### config.mk
export PLATFORM = sky130hd
export DESIGN_NAME = iorg_top
export DESIGN_NICKNAME = d
export VERILOG_FILES = /design/src/core/iorg_pkg.sv /design/src/core/iorg_deser.sv /design/src/core/iorg_ser.sv /design/src/core/iorg_top.sv
export SDC_FILE = /design/constraint.sdc
export NUM_CORES = 1
export LEC_CHECK = 0
export ABC_AREA = 1
export BUFFER_PORTS_ARGS = -buffer_cell sky130_fd_sc_hd__buf_2
export CAP_MARGIN = 20
export CORE_UTILIZATION = 58
export DETAILED_ROUTE_END_ITERATION = 16
export GPL_ROUTABILITY_DRIVEN = 0
export PLACE_DENSITY_LB_ADDON = 0.1
export SETUP_SLACK_MARGIN = 0.3
export SYNTH_ARGS = -nofsm -noshare
export SYNTH_HDL_FRONTEND = slang
export SYNTH_SLANG_ARGS = --single-unit
export TNS_END_PERCENT = 30
### constraint.sdc
create_clock -name ref_clk -period 3.8 [get_ports ref_clk]
set_input_delay 0.38 -clock ref_clk [delete_from_list [all_inputs] [get_ports ref_clk]]
set_output_delay 0.38 -clock ref_clk [all_outputs]
set_load 0.02 [all_outputs]
### src/core/iorg_pkg.sv
// shared constants, types and helpers of the io register gearbox
package iorg_pkg;
    localparam int          APB_AW        = 12;
    localparam logic [11:0] ADDR_CTRL     = 12'h000;
    localparam logic [11:0] ADDR_DELAY    = 12'h004;
    localparam logic [11:0] ADDR_ALIGN    = 12'h008;
    localparam logic [11:0] ADDR_STATUS   = 12'h00c;
    localparam logic [11:0] ADDR_WORD     = 12'h010;
    localparam int          CTRL_W        = 10;
    localparam int          TAP_W         = 5;
    localparam int          TAPS          = 32;
    localparam int          FIXED_DLY_CYC = 2;
    localparam int          GEAR_W        = 8;
    localparam int          SH_W          = 16;
    localparam logic [3:0]  RATIO_BY7     = 4'h7;
    localparam logic [3:0]  RATIO_BY8     = 4'h8;
    localparam logic [3:0]  RATIO_BY4     = 4'h4;
    localparam logic [4:0]  TAP_RST       = 5'h00;
    localparam logic [2:0]  SEL_RST       = 3'h0;

    typedef enum logic [1:0] {IN_BYPASS, IN_SDR, IN_DDR} iorg_in_mode_e;
    typedef enum logic [1:0] {GEAR_BY7, GEAR_BY8, GEAR_DUAL4} iorg_gear_e;

    typedef struct packed {
        logic          dyn_dly_en;
        logic          fix_dly_en;
        logic          comp_en;
        logic          ce;
        iorg_gear_e    gear;
        logic          out_latch;
        logic          out_ddr;
        iorg_in_mode_e in_mode;
    } iorg_ctrl_s;

    localparam iorg_ctrl_s CTRL_RST = '{dyn_dly_en: 1'b0, fix_dly_en: 1'b0,
        comp_en: 1'b0, ce: 1'b1, gear: GEAR_BY8, out_latch: 1'b0,
        out_ddr: 1'b0, in_mode: IN_SDR};

    typedef struct packed {
        logic        psel;
        logic        penable;
        logic        pwrite;
        logic [11:0] paddr;
        logic [31:0] pwdata;
    } iorg_apb_req_s;

    typedef struct packed {
        logic [31:0] prdata;
        logic        pready;
        logic        pslverr;
    } iorg_apb_rsp_s;

    // bits per word and lane for each gearing
    function automatic logic [3:0] gear_ratio(iorg_gear_e g);
        case (g)
            GEAR_BY7:   gear_ratio = RATIO_BY7;
            GEAR_DUAL4: gear_ratio = RATIO_BY4;
            default:    gear_ratio = RATIO_BY8;
        endcase
    endfunction
endpackage

### src/core/iorg_deser.sv
// input gearbox: serial capture, word alignment, word hand-off
`timescale 1ns/1ns
module iorg_deser (
    input  logic                ref_clk,
    input  logic                rst,
    input  logic                ce,
    input  iorg_pkg::iorg_gear_e gear,
    input  logic                lane_a_in,
    input  logic                lane_c_in,
    input  logic                word_align_request,
    output logic [7:0]          word,
    output logic                word_valid,
    output logic [2:0]          align_select
);
    logic [15:0] sh_a_reg, sh_a_next, sh_c_reg, sh_c_next;
    logic [2:0]  cnt_reg, cnt_next, sel_reg, sel_next;
    logic [7:0]  algn_reg, algn_next, word_reg, word_next;
    logic        upd_reg, upd_next, vld_reg, vld_next;
    logic        pend_reg, pend_next, last;
    logic [3:0]  r;
    logic [7:0]  wa, wc;

    // window of r bits, earliest bit lands in bit 0
    function automatic logic [7:0] pick(logic [15:0] sh, logic [3:0] n,
                                        logic [2:0] s);
        logic [7:0] w;
        int         b;
        w = 8'h00;
        b = 16 - int'(n) - int'(s);
        for (int k = 0; k < 8; k++) begin
            if (k < int'(n)) begin
                w[k] = sh[b + k];
            end
        end
        return w;
    endfunction

    always_comb begin
        r         = iorg_pkg::gear_ratio(gear);
        last      = (cnt_reg == 3'(r - 4'h1));
        wa        = pick(sh_a_reg, r, sel_reg);
        wc        = pick(sh_c_reg, r, sel_reg);
        sh_a_next = sh_a_reg;
        sh_c_next = sh_c_reg;
        cnt_next  = cnt_reg;
        sel_next  = sel_reg;
        algn_next = algn_reg;
        word_next = word_reg;
        upd_next  = 1'b0;
        vld_next  = 1'b0;
        pend_next = pend_reg | word_align_request;
        if (ce) begin
            sh_a_next = {lane_a_in, sh_a_reg[15:1]};
            sh_c_next = {lane_c_in, sh_c_reg[15:1]};
            cnt_next  = last ? 3'h0 : cnt_reg + 3'h1;
            upd_next  = last;
            vld_next  = upd_reg;
            if (last) begin
                if (gear == iorg_pkg::GEAR_DUAL4) begin
                    algn_next = {wa[3:0], wc[3:0]};
                end else begin
                    algn_next = wa;
                end
                if (pend_reg) begin
                    sel_next  = (sel_reg == 3'(r - 4'h1)) ? 3'h0
                                                          : sel_reg + 3'h1;
                    pend_next = word_align_request;
                end
            end
            if (upd_reg) begin
                word_next = algn_reg;
            end
        end
    end

    always_ff @(posedge ref_clk) begin
        if (rst) begin
            sh_a_reg <= 16'h0000;
            sh_c_reg <= 16'h0000;
            cnt_reg  <= 3'h0;
            sel_reg  <= iorg_pkg::SEL_RST;
            algn_reg <= 8'h00;
            word_reg <= 8'h00;
            upd_reg  <= 1'b0;
            vld_reg  <= 1'b0;
            pend_reg <= 1'b0;
        end else begin
            sh_a_reg <= sh_a_next;
            sh_c_reg <= sh_c_next;
            cnt_reg  <= cnt_next;
            sel_reg  <= sel_next;
            algn_reg <= algn_next;
            word_reg <= word_next;
            upd_reg  <= upd_next;
            vld_reg  <= vld_next;
            pend_reg <= pend_next;
        end
    end

    assign word         = word_reg;
    assign word_valid   = vld_reg;
    assign align_select = sel_reg;
endmodule

### src/core/iorg_ser.sv
// output gearbox: word capture, hand-over, serial shift-out
`timescale 1ns/1ns
module iorg_ser (
    input  logic                ref_clk,
    input  logic                rst,
    input  logic                ce,
    input  iorg_pkg::iorg_gear_e gear,
    input  logic [7:0]          word_in,
    output logic                word_taken,
    output logic                lane_a_out,
    output logic                lane_c_out
);
    logic [7:0] cap_reg, cap_next, hold_reg, hold_next, sh_reg, sh_next;
    logic [2:0] cnt_reg, cnt_next;
    logic       tk_reg, tk_next, a_reg, a_next, c_reg, c_next, last;
    logic [3:0] r;

    always_comb begin
        r         = iorg_pkg::gear_ratio(gear);
        last      = (cnt_reg == 3'(r - 4'h1));
        cap_next  = cap_reg;
        hold_next = hold_reg;
        sh_next   = sh_reg;
        cnt_next  = cnt_reg;
        tk_next   = 1'b0;
        a_next    = a_reg;
        c_next    = c_reg;
        if (ce) begin
            cnt_next = last ? 3'h0 : cnt_reg + 3'h1;
            if (cnt_reg == 3'h0) begin
                cap_next = word_in;
                tk_next  = 1'b1;
                if (gear == iorg_pkg::GEAR_BY7) begin
                    cap_next[7] = 1'b0;
                end
            end
            if (cnt_reg == 3'h1) begin
                hold_next = cap_reg;
            end
            sh_next = last ? hold_reg : {1'b0, sh_reg[7:1]};
            a_next  = sh_next[0];
            c_next  = (gear == iorg_pkg::GEAR_DUAL4) ? sh_next[4] : 1'b0;
        end
    end

    always_ff @(posedge ref_clk) begin
        if (rst) begin
            cap_reg  <= 8'h00;
            hold_reg <= 8'h00;
            sh_reg   <= 8'h00;
            cnt_reg  <= 3'h0;
            tk_reg   <= 1'b0;
            a_reg    <= 1'b0;
            c_reg    <= 1'b0;
        end else begin
            cap_reg  <= cap_next;
            hold_reg <= hold_next;
            sh_reg   <= sh_next;
            cnt_reg  <= cnt_next;
            tk_reg   <= tk_next;
            a_reg    <= a_next;
            c_reg    <= c_next;
        end
    end

    assign word_taken = tk_reg;
    assign lane_a_out = a_reg;
    assign lane_c_out = c_reg;
endmodule

### src/core/iorg_top.sv
// io cell group top: pin logic, gearboxes and register slave
//
// The APB slave port and the address map were left to the implementer.
`timescale 1ns/1ns
module iorg_top (
    input  logic                    ref_clk,
    input  logic                    rst,
    input  iorg_pkg::iorg_apb_req_s apb_req,
    output iorg_pkg::iorg_apb_rsp_s apb_rsp,
    input  logic                    pad_in,
    input  logic                    gear_lane_a_in,
    input  logic                    gear_lane_c_in,
    input  logic                    core_out_first_bit,
    input  logic                    core_out_second_bit,
    input  logic                    core_tristate_ctl,
    input  logic                    word_align_request,
    input  logic [7:0]              ser_word,
    output logic                    bypass_input,
    output logic                    bypass_clock_input,
    output logic                    rise_capture,
    output logic                    fall_capture,
    output logic                    pad_out,
    output logic                    pad_out_comp,
    output logic                    pad_tristate_out,
    output logic [7:0]              deser_word,
    output logic                    deser_word_valid,
    output logic [2:0]              align_select,
    output logic                    ser_word_taken,
    output logic                    ser_lane_a_out,
    output logic                    ser_lane_c_out
);
    // pin synchronisers
    logic [1:0]  pad_sync_reg, pad_sync_next;
    logic [1:0]  ga_sync_reg, ga_sync_next;
    logic [1:0]  gc_sync_reg, gc_sync_next;
    logic        pad_s, ga_s, gc_s;

    // registers reached over the bus
    iorg_pkg::iorg_ctrl_s ctrl_reg, ctrl_next;
    logic [4:0]  tap_reg, tap_next;
    logic        swal_reg, swal_next;
    logic [31:0] rdata_reg, rdata_next;
    logic        err_reg, err_next;
    logic        acc_setup, acc_write, hit;

    // delay lines
    logic [31:0] dly_reg, dly_next;
    logic [31:0] dla_reg, dla_next;
    logic        din, gin;

    // slow clock model and cell registers
    logic        ph_reg, ph_next;
    logic        sclk_rise, sclk_fall, sclk_high;
    logic        rc_reg, rc_next, fc_reg, fc_next;
    logic        q0_reg, q0_next, q1a_reg, q1a_next, q1b_reg, q1b_next;
    logic        tq_reg, tq_next, po_reg, po_next, pc_reg, pc_next;

    // gearbox side
    logic        align_req;
    logic [7:0]  dw;
    logic        dv;
    logic [2:0]  dsel;

    // true where an address maps a register
    function automatic logic addr_hit(logic [11:0] a);
        addr_hit = (a == iorg_pkg::ADDR_CTRL) || (a == iorg_pkg::ADDR_DELAY)
                || (a == iorg_pkg::ADDR_ALIGN)
                || (a == iorg_pkg::ADDR_STATUS)
                || (a == iorg_pkg::ADDR_WORD);
    endfunction

    // tap selection from a delay line
    function automatic logic dly_pick(logic [31:0] line, logic raw,
                                      logic fix_en, logic dyn_en,
                                      logic [4:0] tap);
        if (dyn_en) begin
            dly_pick = line[tap];
        end else if (fix_en) begin
            dly_pick = line[iorg_pkg::FIXED_DLY_CYC - 1];
        end else begin
            dly_pick = raw;
        end
    endfunction

    // pins pass two flops before use
    always_comb begin
        pad_sync_next = {pad_sync_reg[0], pad_in};
        ga_sync_next  = {ga_sync_reg[0], gear_lane_a_in};
        gc_sync_next  = {gc_sync_reg[0], gear_lane_c_in};
        pad_s         = pad_sync_reg[1];
        ga_s          = ga_sync_reg[1];
        gc_s          = gc_sync_reg[1];
    end

    always_ff @(posedge ref_clk) begin
        if (rst) begin
            pad_sync_reg <= 2'h0;
            ga_sync_reg  <= 2'h0;
            gc_sync_reg  <= 2'h0;
        end else begin
            pad_sync_reg <= pad_sync_next;
            ga_sync_reg  <= ga_sync_next;
            gc_sync_reg  <= gc_sync_next;
        end
    end

    // register slave, zero wait states
    always_comb begin
        acc_setup  = apb_req.psel && !apb_req.penable;
        acc_write  = apb_req.psel && apb_req.penable && apb_req.pwrite;
        hit        = addr_hit(apb_req.paddr);
        ctrl_next  = ctrl_reg;
        tap_next   = tap_reg;
        swal_next  = 1'b0;
        rdata_next = rdata_reg;
        err_next   = err_reg;
        if (acc_setup) begin
            err_next   = !hit;
            rdata_next = 32'h0000_0000;
            case (apb_req.paddr)
                iorg_pkg::ADDR_CTRL: begin
                    rdata_next[iorg_pkg::CTRL_W-1:0] = ctrl_reg;
                end
                iorg_pkg::ADDR_DELAY: begin
                    rdata_next[iorg_pkg::TAP_W-1:0] = tap_reg;
                end
                iorg_pkg::ADDR_ALIGN: begin
                    rdata_next[2:0] = dsel;
                end
                iorg_pkg::ADDR_STATUS: begin
                    rdata_next[5:0] = {tq_reg, po_reg, fc_reg, rc_reg,
                                       din, pad_s};
                end
                iorg_pkg::ADDR_WORD: begin
                    rdata_next[7:0] = dw;
                end
                default: begin
                    rdata_next = 32'h0000_0000;
                end
            endcase
        end
        if (acc_write && hit) begin
            case (apb_req.paddr)
                iorg_pkg::ADDR_CTRL: begin
                    ctrl_next = iorg_pkg::iorg_ctrl_s'(
                        apb_req.pwdata[iorg_pkg::CTRL_W-1:0]);
                end
                iorg_pkg::ADDR_DELAY: begin
                    tap_next = apb_req.pwdata[iorg_pkg::TAP_W-1:0];
                end
                iorg_pkg::ADDR_ALIGN: begin
                    swal_next = apb_req.pwdata[0];
                end
                default: begin
                    swal_next = 1'b0;
                end
            endcase
        end
    end

    always_ff @(posedge ref_clk) begin
        if (rst) begin
            ctrl_reg  <= iorg_pkg::CTRL_RST;
            tap_reg   <= iorg_pkg::TAP_RST;
            swal_reg  <= 1'b0;
            rdata_reg <= 32'h0000_0000;
            err_reg   <= 1'b0;
        end else begin
            ctrl_reg  <= ctrl_next;
            tap_reg   <= tap_next;
            swal_reg  <= swal_next;
            rdata_reg <= rdata_next;
            err_reg   <= err_next;
        end
    end

    always_comb begin
        apb_rsp.prdata  = rdata_reg;
        apb_rsp.pready  = apb_req.psel && apb_req.penable;
        apb_rsp.pslverr = apb_req.psel && apb_req.penable && err_reg;
    end

    // fixed and dynamic input delay
    always_comb begin
        dly_next = {dly_reg[30:0], pad_s};
        dla_next = {dla_reg[30:0], ga_s};
        din      = dly_pick(dly_reg, pad_s, ctrl_reg.fix_dly_en,
                            ctrl_reg.dyn_dly_en, tap_reg);
        gin      = dly_pick(dla_reg, ga_s, ctrl_reg.fix_dly_en,
                            ctrl_reg.dyn_dly_en, tap_reg);
    end

    // slow clock phase and cell capture
    always_comb begin
        ph_next   = ~ph_reg;
        sclk_rise = ~ph_reg;
        sclk_fall = ph_reg;
        sclk_high = ph_reg;
        rc_next   = rc_reg;
        fc_next   = fc_reg;
        q0_next   = q0_reg;
        q1a_next  = q1a_reg;
        q1b_next  = q1b_reg;
        tq_next   = tq_reg;
        if (ctrl_reg.ce) begin
            case (ctrl_reg.in_mode)
                iorg_pkg::IN_SDR: begin
                    if (sclk_rise) begin
                        fc_next = din;
                    end
                end
                iorg_pkg::IN_DDR: begin
                    if (sclk_rise) begin
                        rc_next = din;
                    end
                    if (sclk_fall) begin
                        fc_next = din;
                    end
                end
                default: begin
                    fc_next = fc_reg;
                end
            endcase
            if (ctrl_reg.out_ddr) begin
                if (sclk_rise) begin
                    q0_next  = core_out_first_bit;
                    q1a_next = core_out_second_bit;
                end
                if (sclk_fall) begin
                    q1b_next = q1a_reg;
                end
            end else if (ctrl_reg.out_latch) begin
                if (sclk_high) begin
                    q0_next = core_out_first_bit;
                end
            end else if (sclk_rise) begin
                q0_next = core_out_first_bit;
            end
            if (sclk_rise) begin
                tq_next = core_tristate_ctl;
            end
        end
        if (ctrl_reg.out_ddr) begin
            po_next = ph_next ? q0_next : q1b_next;
        end else begin
            po_next = q0_next;
        end
        pc_next = ctrl_reg.comp_en ? ~po_next : 1'b0;
    end

    always_ff @(posedge ref_clk) begin
        if (rst) begin
            dly_reg <= 32'h0000_0000;
            dla_reg <= 32'h0000_0000;
            ph_reg  <= 1'b0;
            rc_reg  <= 1'b0;
            fc_reg  <= 1'b0;
            q0_reg  <= 1'b0;
            q1a_reg <= 1'b0;
            q1b_reg <= 1'b0;
            tq_reg  <= 1'b0;
            po_reg  <= 1'b0;
            pc_reg  <= 1'b0;
        end else begin
            dly_reg <= dly_next;
            dla_reg <= dla_next;
            ph_reg  <= ph_next;
            rc_reg  <= rc_next;
            fc_reg  <= fc_next;
            q0_reg  <= q0_next;
            q1a_reg <= q1a_next;
            q1b_reg <= q1b_next;
            tq_reg  <= tq_next;
            po_reg  <= po_next;
            pc_reg  <= pc_next;
        end
    end

    // bypass leaves the capture and delay-line stages out but keeps the two-flop pin synchroniser
    assign bypass_input       = pad_s;
    assign bypass_clock_input = pad_s;
    assign rise_capture       = rc_reg;
    assign fall_capture       = fc_reg;
    assign pad_out            = po_reg;
    assign pad_out_comp       = pc_reg;
    assign pad_tristate_out   = tq_reg;

    // core and software alignment requests merge
    assign align_req = word_align_request | swal_reg;

    iorg_deser u_deser (
        .ref_clk            (ref_clk),
        .rst                (rst),
        .ce                 (ctrl_reg.ce),
        .gear               (ctrl_reg.gear),
        .lane_a_in          (gin),
        .lane_c_in          (gc_s),
        .word_align_request (align_req),
        .word               (dw),
        .word_valid         (dv),
        .align_select       (dsel)
    );

    iorg_ser u_ser (
        .ref_clk    (ref_clk),
        .rst        (rst),
        .ce         (ctrl_reg.ce),
        .gear       (ctrl_reg.gear),
        .word_in    (ser_word),
        .word_taken (ser_word_taken),
        .lane_a_out (ser_lane_a_out),
        .lane_c_out (ser_lane_c_out)
    );

    assign deser_word       = dw;
    assign deser_word_valid = dv;
    assign align_select     = dsel;
endmodule

After elaboration in Yosys (flattened, before gate mapping)
Index checks and enable logic that the tools add are counted.
{"block": "op_classes", "bitwise": 8, "n_eq_ne": 13, "magnitude_cmp": 17, "n_reduce_logical": 29, "muxes": 86, "add_sub_neg": 13}
{"operator": "< comparator 32 x 6 -> 1 bit (second input constant)", "n": 8}
{"operator": "adder 32 x 4 -> 32 bit (second input constant)", "n": 4}
{"operator": "adder 32 x 3 -> 32 bit (second input constant)", "n": 2}
{"operator": "2-to-1 mux 1 bit", "n": 60}
{"operator": "binary-select mux 1 bit (select 4 bit)", "n": 12}
{"operator": "adder 32 x 2 -> 32 bit (second input constant)", "n": 1}
{"operator": "subtractor 32 x 4 -> 32 bit", "n": 1}
{"operator": "equality test 12 x 4 -> 1 bit (second input constant)", "n": 2}
{"operator": "< comparator 3 x 4 -> 1 bit (first input constant)", "n": 4}
{"operator": "2-to-1 mux 8 bit", "n": 2}
{"operator": "one-hot mux 3 bit (5 select lines)", "n": 1}
{"operator": "AND reduction 2 bit", "n": 7}
{"operator": "equality test 12 x 3 -> 1 bit (second input constant)", "n": 1}
{"operator": "equality test 12 x 5 -> 1 bit (second input constant)", "n": 1}
{"operator": "zero test 12 bit", "n": 1}
{"operator": "binary-select mux 1 bit (select 5 bit)", "n": 2}
{"operator": "adder 3 x 1 -> 3 bit (second input constant)", "n": 3}
{"operator": "equality test 3 bit", "n": 3}
{"operator": "2-to-1 mux 3 bit", "n": 3}
{"operator": "AND reduction 3 bit", "n": 3}
{"operator": "< comparator 1 x 4 -> 1 bit (first input constant)", "n": 2}
{"operator": "< comparator 2 x 4 -> 1 bit (first input constant)", "n": 2}
{"operator": "one-hot mux 2 bit (4 select lines)", "n": 1}
{"operator": "one-hot mux 4 bit (2 select lines)", "n": 1}
{"operator": "22 further kinds", "n": 39}
{"block": "word_totals", "out_inout_bits": 56, "regBits": 193}

Depth between registers and ports, before layout
Gate-level depths: netlist of run 1.
{"block": "logic_depth", "depth_word": 10, "ltp_mapped": 17, "mapped_depth_nobuf": 16}

Modules after synthesis
Synthesis of run 1 repeated with hierarchy kept, for this count alone.
{"block": "hier_totals", "cells_unflattened": 1415, "area_unflattened_um2": 9604.2}
{"mod": "iorg_top", "seq_area_each_um2": 2122.0, "cells_per_inst": 619, "area_per_inst_um2": 4571.9, "n_inst": 1}
{"mod": "iorg_deser", "seq_area_each_um2": 1141.1, "cells_per_inst": 628, "area_per_inst_um2": 3781.1, "n_inst": 1}
{"mod": "iorg_ser", "seq_area_each_um2": 580.6, "cells_per_inst": 168, "area_per_inst_um2": 1251.2, "n_inst": 1}

Worst setup path after synthesis of run 1
OpenSTA, ideal clock, no wires.
{"block": "synth_timing", "kind": "register to register", "startpoint": "reg ctrl_reg[4] in the netlist's numbering", "endpoint": "reg u_deser.algn_reg[7]", "period_less_slack_ns": 2.660, "arrival_ns": 2.548, "slack_ns": 1.140, "n_path_buf": 3, "path_stages_with_launch": 17, "path_cell_list": "dfxtp_1 > nor2_1 > inv_1 > ha_1 > inv_1 > buf_1 > ha_1 > clkbuf_1 > inv_1 > clkbuf_1 > nand2_1 > o21ai_0 > nor2_1 > nor3_1 > o21ai_1 > nand2_1 > nand2_1"}
{"block": "synth_between", "elab_chain_cells": 10, "elab_cells_between_ends": 21, "classes_between": "add/sub: 5; order compare: 2; eq/ne: 2; mux: 10; reduce/logical: 2"}
{"element": "start: declaration", "line": "iorg_top.sv:39", "rtl": "iorg_pkg::iorg_ctrl_s ctrl_reg, ctrl_next;"}
{"element": "start signal: assignment", "line": "iorg_top.sv:163", "rtl": "ctrl_reg <= iorg_pkg::CTRL_RST;"}
{"element": "start signal: assignment", "line": "iorg_top.sv:169", "rtl": "ctrl_reg <= ctrl_next;"}
{"element": "equality test 2 bit or zero test 2 bit (tied branches)", "line": "iorg_pkg.sv:55, iorg_deser.sv:59"}
{"element": "one-hot mux 4 bit (2 select lines)", "line": "iorg_pkg.sv:55", "rtl": "case (g)"}
{"element": "subtractor 5 x 4 -> 6 bit", "line": "iorg_deser.sv:29", "rtl": "b = 16 - int'(n) - int'(s);"}
{"element": "subtractor 32 x 4 -> 32 bit", "line": "iorg_deser.sv:29"}
{"element": "adder 32 x 4 -> 32 bit or adder 32 x 3 -> 32 bit (tied branches)", "line": "iorg_deser.sv:32", "rtl": "w[k] = sh[b + k];"}
{"element": "binary-select mux 1 bit (select 4 bit)", "line": "iorg_deser.sv:32"}
{"element": "2-to-1 mux 1 bit (implied by the code) (2 in a row)", "line": "iorg_deser.sv:32"}
{"element": "2-to-1 mux 1 bit", "line": "iorg_deser.sv:31", "rtl": "if (k < int'(n)) begin"}
{"element": "2-to-1 mux 8 bit", "line": "iorg_deser.sv:59", "rtl": "if (gear == iorg_pkg::GEAR_DUAL4) begin"}
{"element": "end signal: assignment", "line": "iorg_deser.sv:92", "rtl": "algn_reg <= algn_next;"}
{"element": "end: declaration", "line": "iorg_deser.sv:17", "rtl": "logic [7:0] algn_reg, algn_next, word_reg, word_next;"}
Parallel ways exist; a longest one is shown, timed or not. The select of a mux whose other input is x is not followed.
A chain may end at the register's enable or synchronous reset.

Final worst setup path of run 1
{"block": "layout_timing", "startpoint": "reg ctrl_reg[4] in the netlist's numbering", "endpoint": "reg u_deser.algn_reg[1]"}
{"block": "layout_between", "elab_chain_cells": 10, "elab_cells_between_ends": 19, "classes_between": "add/sub: 4; order compare: 1; eq/ne: 2; mux: 10; reduce/logical: 2"}
{"element": "equality test 2 bit or zero test 2 bit (tied branches)", "line": "iorg_pkg.sv:55, iorg_deser.sv:59"}
{"element": "one-hot mux 4 bit (2 select lines)", "line": "iorg_pkg.sv:55"}
{"element": "subtractor 5 x 4 -> 6 bit", "line": "iorg_deser.sv:29"}
{"element": "subtractor 32 x 4 -> 32 bit", "line": "iorg_deser.sv:29"}
{"element": "adder 32 x 2 -> 32 bit", "line": "iorg_deser.sv:32"}
{"element": "binary-select mux 1 bit (select 4 bit)", "line": "iorg_deser.sv:32"}
{"element": "2-to-1 mux 1 bit (implied by the code) (2 in a row)", "line": "iorg_deser.sv:32"}
{"element": "2-to-1 mux 1 bit", "line": "iorg_deser.sv:31"}
{"element": "2-to-1 mux 8 bit", "line": "iorg_deser.sv:59"}
Parallel ways exist; a longest one is shown, timed or not. The select of a mux whose other input is x is not followed.

==> parameters.txt, run 1 <==
Parameter                              Value

Status
  Outcome    complete, no violations

Synth
  Netlist area before placement    8940 sq um
  Sequential element share of the synthesized area    43.0%
  Post-Synthesis Cells    around 1300
  Ys async rst share    0%
  Number of synthesized register bits    ~190
  Number of synthesized flops with an enable pin    0
  Unique cell type count in the Yosys netlist    47
  Mean post-synth cell area    7.06 sq um
  Ys flop type    sky130_fd_sc_hd__dfxtp_1
  Yosys synthesis warning count    0

Global route
  Global Route Usage Sum    between 20% and 30%
  Most crowded layer after global routing    met2
  Global Route met1 Usage    a little over a third
  Global-route congestion overflow total    0
  Met2 Track Usage GR    between 40% and 50%
  Largest net degree at the start of global routing    99
  Routing usage on met3    ~4.2%
  First-pass GRT wire length    33900 um
  Initial antenna violation count    0
  Vias in the first global route    roughly 7000

Layout
  Synthesis-to-layout area growth    10.9%
  Number of diodes added for antenna fixing    0
  Total Nets Final    around 1400
  # fillers    ~1400
  Fraction of final layout cells sized beyond drive strength 1    roughly 11%

Die
  Chip Width    between 100 and 150 um
  DIE HEIGHT    approximately 130 um
  Area inside the core boundary    around 15000 sq um
  Number of standard-cell rows in the floorplan    45
  Starting Density    around 59%
  Number of placed I/O pins    120
  Floorplan die area    approximately 16000 sq um

Route
  Detailed-route via count    7932
  Avg Vias per Cell    around 5.3
  DRT antenna net count    0
  Routed wire length    just over 20000 um
  Violation count after the first detailed-routing iteration    around 670
  Drt wl/cell    ~14 um
  Final routed DRC violation total    0
  First drt pass iteration count    6

Power
  Portion of total power attributed to combinational logic    under 10%
  Int Power    approximately 3.3 mW
  Sw Ratio    roughly 22%
  Sum of internal, switching and leakage power    4.22 mW
  Clock group share of total power    between 40 and 50%
  Net load switching power    924 uW
  P_leak    around 4.3 nW
  Reg power frac    around half
  Power per unit of standard cell area    ~430 nW/um^2
  Peak VDD IR    approximately 0.36 mV

Timing
  Slew HR    between 30 and 40%
  Transition time at the pin with the least slew margin    ~1000 ps
  Max-slew violations    0
  Finish-stage setup viols    0
  RSZ-0062 raised after global routing    no
  Total count of hold-check failures in the final report    0
  Highest Clock Rate    340 MHz
  Clock period minus worst slack    between 2000 and 3000 ps
  Total negative slack for setup checks    0 ps
  Post-route clock skew    10.0 ps
  Final period util    a little under 80%

Run
  Count of maximum capacitance violations    0

Critical path
  Classification of the worst setup path    register to register
  Critical path arrival    about 3300 ps
  Depth of the most critical reg-to-reg path    12
  Number of buffers and inverters on the critical path    3
  Crit path launch type    register
  Critical Path Fanout Max    16
  Beginning of the worst register-to-register path    ctrl_reg[4]$_SDFFE_PP1P_
  Critical R2R Capture    u_deser.algn_reg[1]$_SDFFE_PP0P_
  Largest stage delay on the critical path    480 ps
  Family of cells with the greatest summed delay on the critical path    buffers and inverters
  Sort of element at the end of the critical path    register
  Worst setup slack for register-to-register paths    860 ps
  Worst-path cell chain    nor2_1, inv_1, ha_1, inv_1, ha_1, buf_4, o21ai_0, nor2_1, o21ai_0, nand3_1, nand3_1, nand2_1
  CP Data Required Time    roughly 4000 ps
  Slowest cell on the critical path    sky130_fd_sc_hd__dfxtp_1

Hold path
  End of the worst hold path    ga_sync_reg[0]$_SDFF_PP0_
  Depth of the worst hold-timing path    3
  HP Start    gear_lane_a_in
  Class of the most critical hold timing path    input port to register

CTS
  Clock input transition at the sequential cells of the worst setup and hold paths    70 ps
  Maximum root-to-sink buffer count    2
  Clock root buffer    sky130_fd_sc_hd__clkbuf_16
  Clock insertion delay at the later pin of the skew report    430 ps
  CTS tree    done
  Post-CTS Repair Setup Buffers    0
  H-Tree Depth    4
  Clock net sink count    between 150 and 200
  Cts repair resizes    0
  Number of buffers inserted during clock tree synthesis    17
  Number of hold buffers added after CTS    0

Place
  Post-detail-place hpwl    ~14000 um
  Port Buf Inserts    75
-- Yosys cell counts (2+ instances only) --
cell type / n / area, sq um
sky130_fd_sc_hd__o211ai_1: 21 / 158
sky130_fd_sc_hd__o21a_1: 2 / 15.0
sky130_fd_sc_hd__nor3_1: 9 / 45.0
sky130_fd_sc_hd__buf_4: 24 / 180
sky130_fd_sc_hd__o221ai_1: 2 / 17.5
sky130_fd_sc_hd__a21oi_1: 96 / 480
sky130_fd_sc_hd__buf_1: 3 / 11.3
sky130_fd_sc_hd__ha_1: 10 / 125
sky130_fd_sc_hd__nand3_1: 76 / 380
sky130_fd_sc_hd__nand4_4: 2 / 42.5
sky130_fd_sc_hd__a211oi_1: 13 / 97.6
sky130_fd_sc_hd__xor2_1: 4 / 35.0
sky130_fd_sc_hd__nand4_1: 5 / 31.3
sky130_fd_sc_hd__dfxtp_1: 192 / 3840
sky130_fd_sc_hd__inv_1: 174 / 653
sky130_fd_sc_hd__a31oi_1: 3 / 18.8
sky130_fd_sc_hd__nor2_1: 144 / 541
sky130_fd_sc_hd__inv_2: 7 / 26.3
sky130_fd_sc_hd__o21ai_0: 175 / 876
sky130_fd_sc_hd__xnor2_1: 3 / 26.3
sky130_fd_sc_hd__o21ai_1: 6 / 30.0
sky130_fd_sc_hd__buf_2: 13 / 65.1
sky130_fd_sc_hd__nor2_2: 4 / 25.0
sky130_fd_sc_hd__clkinv_1: 2 / 7.51
sky130_fd_sc_hd__clkbuf_1: 46 / 173
sky130_fd_sc_hd__nand2_4: 2 / 22.5
sky130_fd_sc_hd__nand2_1: 200 / 751
sky130_fd_sc_hd__o22ai_1: 9 / 56.3
sky130_fd_sc_hd__xor2_2: 2 / 32.5
-- power by group through the flow --
stage	Sequential [mW]	Clock [mW]	Combinational (mW)
finish	2.07	1.92	0.220
global route	2.08	2.03	0.249
CTS	2.07	1.95	0.221
detailed placement	2.12	0	0.220
global placement	2.12	0	0.216
floorplan	2.12	0	0.165
-- cells by family (layout without fill, tap and decap cells) --
| kind of cell | Yosys count | in the layout | synth area share [%] |
|---|---|---|---|
| other cells | 1 | 22 | 0.0419 |
| flops | 192 | 192 | 43.0 |
| mux | 1 | 1 | 0.112 |
| xor+xnor | 9 | 9 | 1.05 |
| fa+ha+maj | 10 | 10 | 1.40 |
| simple gates | 452 | 452 | 21.6 |
| compound gates | 331 | 331 | 20.1 |
| buf+inv | 271 | 302 | 12.7 |
-- worst min-delay path, stage by stage --
cell	delay (ps)
sky130_fd_sc_hd__buf_2	70
sky130_fd_sc_hd__inv_1	30
sky130_fd_sc_hd__nor2_1	60
-- layer usage --
metal / share of wire (%) / vias up
met1: 49 / 3585
met3: 4.1 / 29
met5: 0 / -
met4: 1.7 / 0
met2: 46 / 194
li1: - / 4124
-- placed cells by master (no fill, tap or decap), drive strengths merged --
cell type / instances
buf: 87
o21a: 2
bufinv: 4
o211ai: 21
xor2: 6
nor2: 149
nor3: 10
o31ai: 2
nand3: 76
o22ai: 9
clkbuf: 23
nand2: 203
mux2i: 1
or2: 3
nor3b: 1
nand4: 8
inv: 183
ha: 10
xnor2: 3
dfxtp: 192
conb: 22
clkinv: 4
a211oi: 13
a21oi: 96
nor4: 1
o221ai: 2
and3b: 1
clkinvlp: 1
o21ai: 182
a31oi: 4
-- worst max-delay path by stage --
stage          cells past startpoint                      from  slack [ps]                                to
3_3_place_gp                      14  ctrl_reg[4]$_SDFFE_PP1P_         960  u_deser.algn_reg[7]$_SDFFE_PP0P_
4_1_cts                           12  ctrl_reg[4]$_SDFFE_PP1P_         890  u_deser.algn_reg[1]$_SDFFE_PP0P_
2_1_floorplan                     16  ctrl_reg[4]$_SDFFE_PP1P_        1140  u_deser.algn_reg[7]$_SDFFE_PP0P_
5_1_grt                           15  ctrl_reg[4]$_SDFFE_PP1P_         570  u_deser.algn_reg[3]$_SDFFE_PP0P_
3_5_place_dp                      12  ctrl_reg[4]$_SDFFE_PP1P_         930  u_deser.algn_reg[5]$_SDFFE_PP0P_
6_report                          12  ctrl_reg[4]$_SDFFE_PP1P_         860  u_deser.algn_reg[1]$_SDFFE_PP0P_
-- final cells by class --
| type | instances | area, sq um | area share, % |
|---|---|---|---|
| well taps | 188 | 235 | 2.37 |
| clock buffers | 23 | 488 | 4.92 |
| inverters | 184 | 692 | 6.98 |
| clock inverters | 8 | 150 | 1.51 |
| flip-flops and latches | 192 | 3840 | 38.8 |
| multi-input cells | 825 | 4040 | 40.7 |
| repair buffers | 87 | 468 | 4.72 |
-- stage by stage --
| stage | std cells | hold WS [ps] | utilization [%] | instance area (sq um) | worst slack [ps] |
|---|---|---|---|---|---|
| after floorplan | 1288 | 388 | - | 9020 | 1140 |
| final | 1507 | 154 | 65.5 | 9920 | 856 |
| after global routing | 1507 | 161 | 65.5 | 9920 | 575 |
| after global placement | 1476 | 395 | 61.3 | 9280 | 963 |
| after detailed placement | 1476 | 397 | 61.3 | 9280 | 928 |
| after CTS | 1507 | 142 | 65.5 | 9920 | 895 |
Note: power is estimated with default switching activity, not from simulation.
==> run 2, diff against run 1 <==
- ABC_AREA: 1 -> 0
- clock period: 3.8 -> 3 ns (I/O delays scaled with it)
==> run 2 against run 1 <==
First-iteration DRC count rose by 21%; fmax up 3.9%; hold slack got worse by 73 ps; flip-flop and latch count unchanged; clock-buffer cell count decreased by 2; power is 25% higher; utilization is 3.1 points higher; largest cell class unchanged; clock power rose by 24%; setup slack got worse by 690 ps; wire length grew 2.2%; global-route usage grew 0.22 points; largest power group unchanged.
==> parameters.txt, run 2 <==
Parameter                              Value

Status
  Outcome    complete, no violations

Layout
  Finished Core Util    68.6% (+3.1 points)
  Commonest cells after routing, fill and taps aside    sky130_fd_sc_hd__dfxtp_1 (189), sky130_fd_sc_hd__nand2_1 (96), sky130_fd_sc_hd__nor2_1 (88)
  Number of diodes added for antenna fixing    0 (unchanged)
  Total Nets Final    1084 (-22%)
  Non-filler cells, final    1233 (-18%)
  # fillers    1241 (-10%)
  Total non-filler cell area in the finished layout    10500 sq um (+5.9%)
  Leading cell type in the layout, fill and taps excluded    sky130_fd_sc_hd__dfxtp_1
  Synthesis-to-layout area growth    14.6%
  Fraction of final layout cells sized beyond drive strength 1    22.4% (+11 points)

Route
  First drt pass iteration count    5 (-1)
  DRT antenna net count    0 (unchanged)
  Drt wl/cell    17.0 um (+25%)
  Violation count after the first detailed-routing iteration    816 (+21%)
  Avg Vias per Cell    5.83 (+11%)
  Routed wire length    21000 um (+2.2%)
  Detailed-route via count    7190 (-9.4%)
  Final routed DRC violation total    0 (unchanged)

Synth
  Ys flop type    sky130_fd_sc_hd__dfxtp_1
  Mean post-synth cell area    9.71 sq um (+38%)
  Dominant cell type by area after synthesis    sky130_fd_sc_hd__dfxtp_1
  Most area-consuming cells after synthesis    sky130_fd_sc_hd__dfxtp_1 (42%), sky130_fd_sc_hd__mux4_2 (11%), sky130_fd_sc_hd__mux2i_1 (6.9%), sky130_fd_sc_hd__nor2b_1 (5.2%), sky130_fd_sc_hd__nand2_1 (4.0%)
  Most common cell in the netlist    sky130_fd_sc_hd__dfxtp_1
  Sequential element share of the synthesized area    42.0% (-1.0 points)
  Netlist area before placement    9160 sq um (+2.5%)
  Most frequent cells after synthesis    sky130_fd_sc_hd__dfxtp_1 (192), sky130_fd_sc_hd__nand2_1 (98), sky130_fd_sc_hd__nor2_1 (88)
  Area fraction of the dominant cell type after synthesis    42.0% (-1.0 points)
  Unique cell type count in the Yosys netlist    71 (+51%)
  Yosys synthesis warning count    0 (unchanged)
  Post-Synthesis Cells    944 (-25%)
  Number of synthesized flops with an enable pin    0 (unchanged)
  Ys async rst share    0% (unchanged)
  Number of synthesized register bits    192 (unchanged)

Place
  Post-detail-place hpwl    13500 um (-4.0%)
  Port Buf Inserts    75 (unchanged)
  Post-Place Setup Slack    94.1 ps (-834 ps)
  Post-place instance area    9730 sq um (+4.9%)
  Placed Instances    1193 (-19%)

CTS
  Clock input transition at the sequential cells of the worst setup and hold paths    70 ps (about the same)
  Maximum root-to-sink buffer count    2 (unchanged)
  Number of hold buffers added after CTS    0 (unchanged)
  Clock net sink count    192 (unchanged)
  CTS tree    done
  Clock root buffer    sky130_fd_sc_hd__clkbuf_16
  Clock insertion delay at the later pin of the skew report    440 ps (about the same)
  Number of buffers inserted during clock tree synthesis    17 (unchanged)
  H-Tree Depth    4 (unchanged)

Global route
  Global-route congestion overflow total    0 (unchanged)
  Vias in the first global route    6702 (-3.9%)
  Largest net degree at the start of global routing    176 (+78%)
  Initial antenna violation count    0 (unchanged)
  First-pass GRT wire length    34300 um (+1.4%)
  Global Route Usage Sum    26.8% (+0.22 points)

Die
  Number of placed I/O pins    120 (unchanged)
  Chip Width    128 um (+1.2%)
  Area inside the core boundary    15300 sq um (+1.1%)
  DIE HEIGHT    128 um (+1.2%)
  Number of standard-cell rows in the floorplan    45 (unchanged)
  Starting Density    59.8% (+0.80 points)
  Floorplan die area    16300 sq um (+2.5%)

Critical path
  Worst-path cell chain    or2_4, ha_4, inv_4, ha_4, ha_4, mux4_2, mux4_2, a221oi_2, nor3_1
  Slowest cell on the critical path    sky130_fd_sc_hd__mux4_2
  Worst setup slack for register-to-register paths    170 ps (-690 ps)
  Classification of the worst setup path    register to register
  Critical path arrival    3130 ps (-130 ps)
  CP Data Required Time    3300 ps (-810 ps)
  Crit path launch type    register
  Largest stage delay on the critical path    540 ps (+60 ps)
  Cell repeated most along the worst path    sky130_fd_sc_hd__ha_4
  Critical Path Fanout Max    3 (-13)
  Sort of element at the end of the critical path    register
  Depth of the most critical reg-to-reg path    9 (-3)

Power
  P_leak    4.25 nW (about the same)
  Power per unit of standard cell area    501 nW/um^2 (+18%)
  Peak VDD IR    0.402 mV (+11%)

Hold path
  Class of the most critical hold timing path    input port to register
  Depth of the worst hold-timing path    2 (-1)

Timing
  Highest Clock Rate    353 MHz (+3.9%)
  Worst hold slack    80.8 ps (-73.1 ps)
  RSZ-0062 raised after global routing    yes
  Transition time at the pin with the least slew margin    858 ps (-144 ps)
  Clock period minus worst slack    2830 ps (-110 ps)
  Final period util    94.4% (+17 points)
  Slew HR    42.8% (+9.6 points)
  Post-route clock skew    7.56 ps (-2.46 ps)
  Worst Setup Slack, final    167 ps (-690 ps)
  Total count of hold-check failures in the final report    0 (unchanged)
  Max-slew violations    0 (unchanged)
  Finish-stage setup viols    0 (unchanged)

Run
  Count of maximum capacitance violations    0 (unchanged)
[run 2: final cells by class]
cell class              instances  area (sq um)  share of cell area [%]
clock buffers                  21           470                    4.48
repair buffers                117           754                    7.19
clock inverters                10           153                    1.45
well taps                     211           264                    2.51
flip-flops and latches        192          3850                    36.6
multi-input cells             668          4950                    47.2
inverters                      14          57.6                   0.548
[run 2: per-layer routing]
layer	vias up	wire (um)	track usage [%]
li1	3448	-	-
met1	3421	9710	36.8
met2	285	9600	42.4
met3	36	1290	5.47
met4	0	418	9.41
met5	-	0	0
[run 2: metrics by stage]
step,total power [mW],setup TNS [ps]
2_1_floorplan,2.87,-52.4
3_3_place_gp,2.93,0
3_5_place_dp,2.93,0
4_1_cts,5.28,0
5_1_grt,5.44,0
6_report,5.26,0
[run 2: repair_timing]
item	in CTS	in global routing
endpoints found under the setup margin	6	7
pin swaps	3	11
hold endpoints to repair	0	0
resized for setup	5	14
setup buffers	5	4
[run 2: where the power goes]
group	switching, mW	total, mW	internal [mW]	leakage, nW
Combinational	0.169	0.255	0.0862	2.40
Clock	1.00	2.39	1.39	0.299
Sequential	0.0299	2.62	2.59	1.55
Total	1.20	5.26	4.06	4.25
[run 2: logic make-up after synthesis]
logic type | count (synthesis) | synth area share [%]
DFF | 192 | 42.0
buffers and inverters | 105 | 5.91
AOI/OAI and AO/OA | 145 | 10.6
adders and majority gates | 10 | 1.37
and+or+nand+nor | 360 | 19.3
muxes | 114 | 18.7
other | 1 | 0.0409
xor gates and xnor gates | 17 | 2.16
[run 2: path summary, 6_finish.rpt]
path,startpoint,to
max reg2reg,ctrl_reg[5]$_SDFFE_PP0P_,u_deser.algn_reg[7]$_SDFFE_PP0P_
max,ctrl_reg[5]$_SDFFE_PP0P_,u_deser.algn_reg[7]$_SDFFE_PP0P_
min reg2reg,ga_sync_reg[0]$_SDFF_PP0_,ga_sync_reg[1]$_SDFF_PP0_
min,gear_lane_a_in,ga_sync_reg[0]$_SDFF_PP0_
[run 2: worst max-delay path, delay by kind of cell (launching register included)]
family	cells	cell delay [ps]
muxes	2	1060
adders and majority gates	3	660
and+or+nand+nor	2	340
DFF	1	320
AOI/OAI and AO/OA	1	260
buffers and inverters	1	60
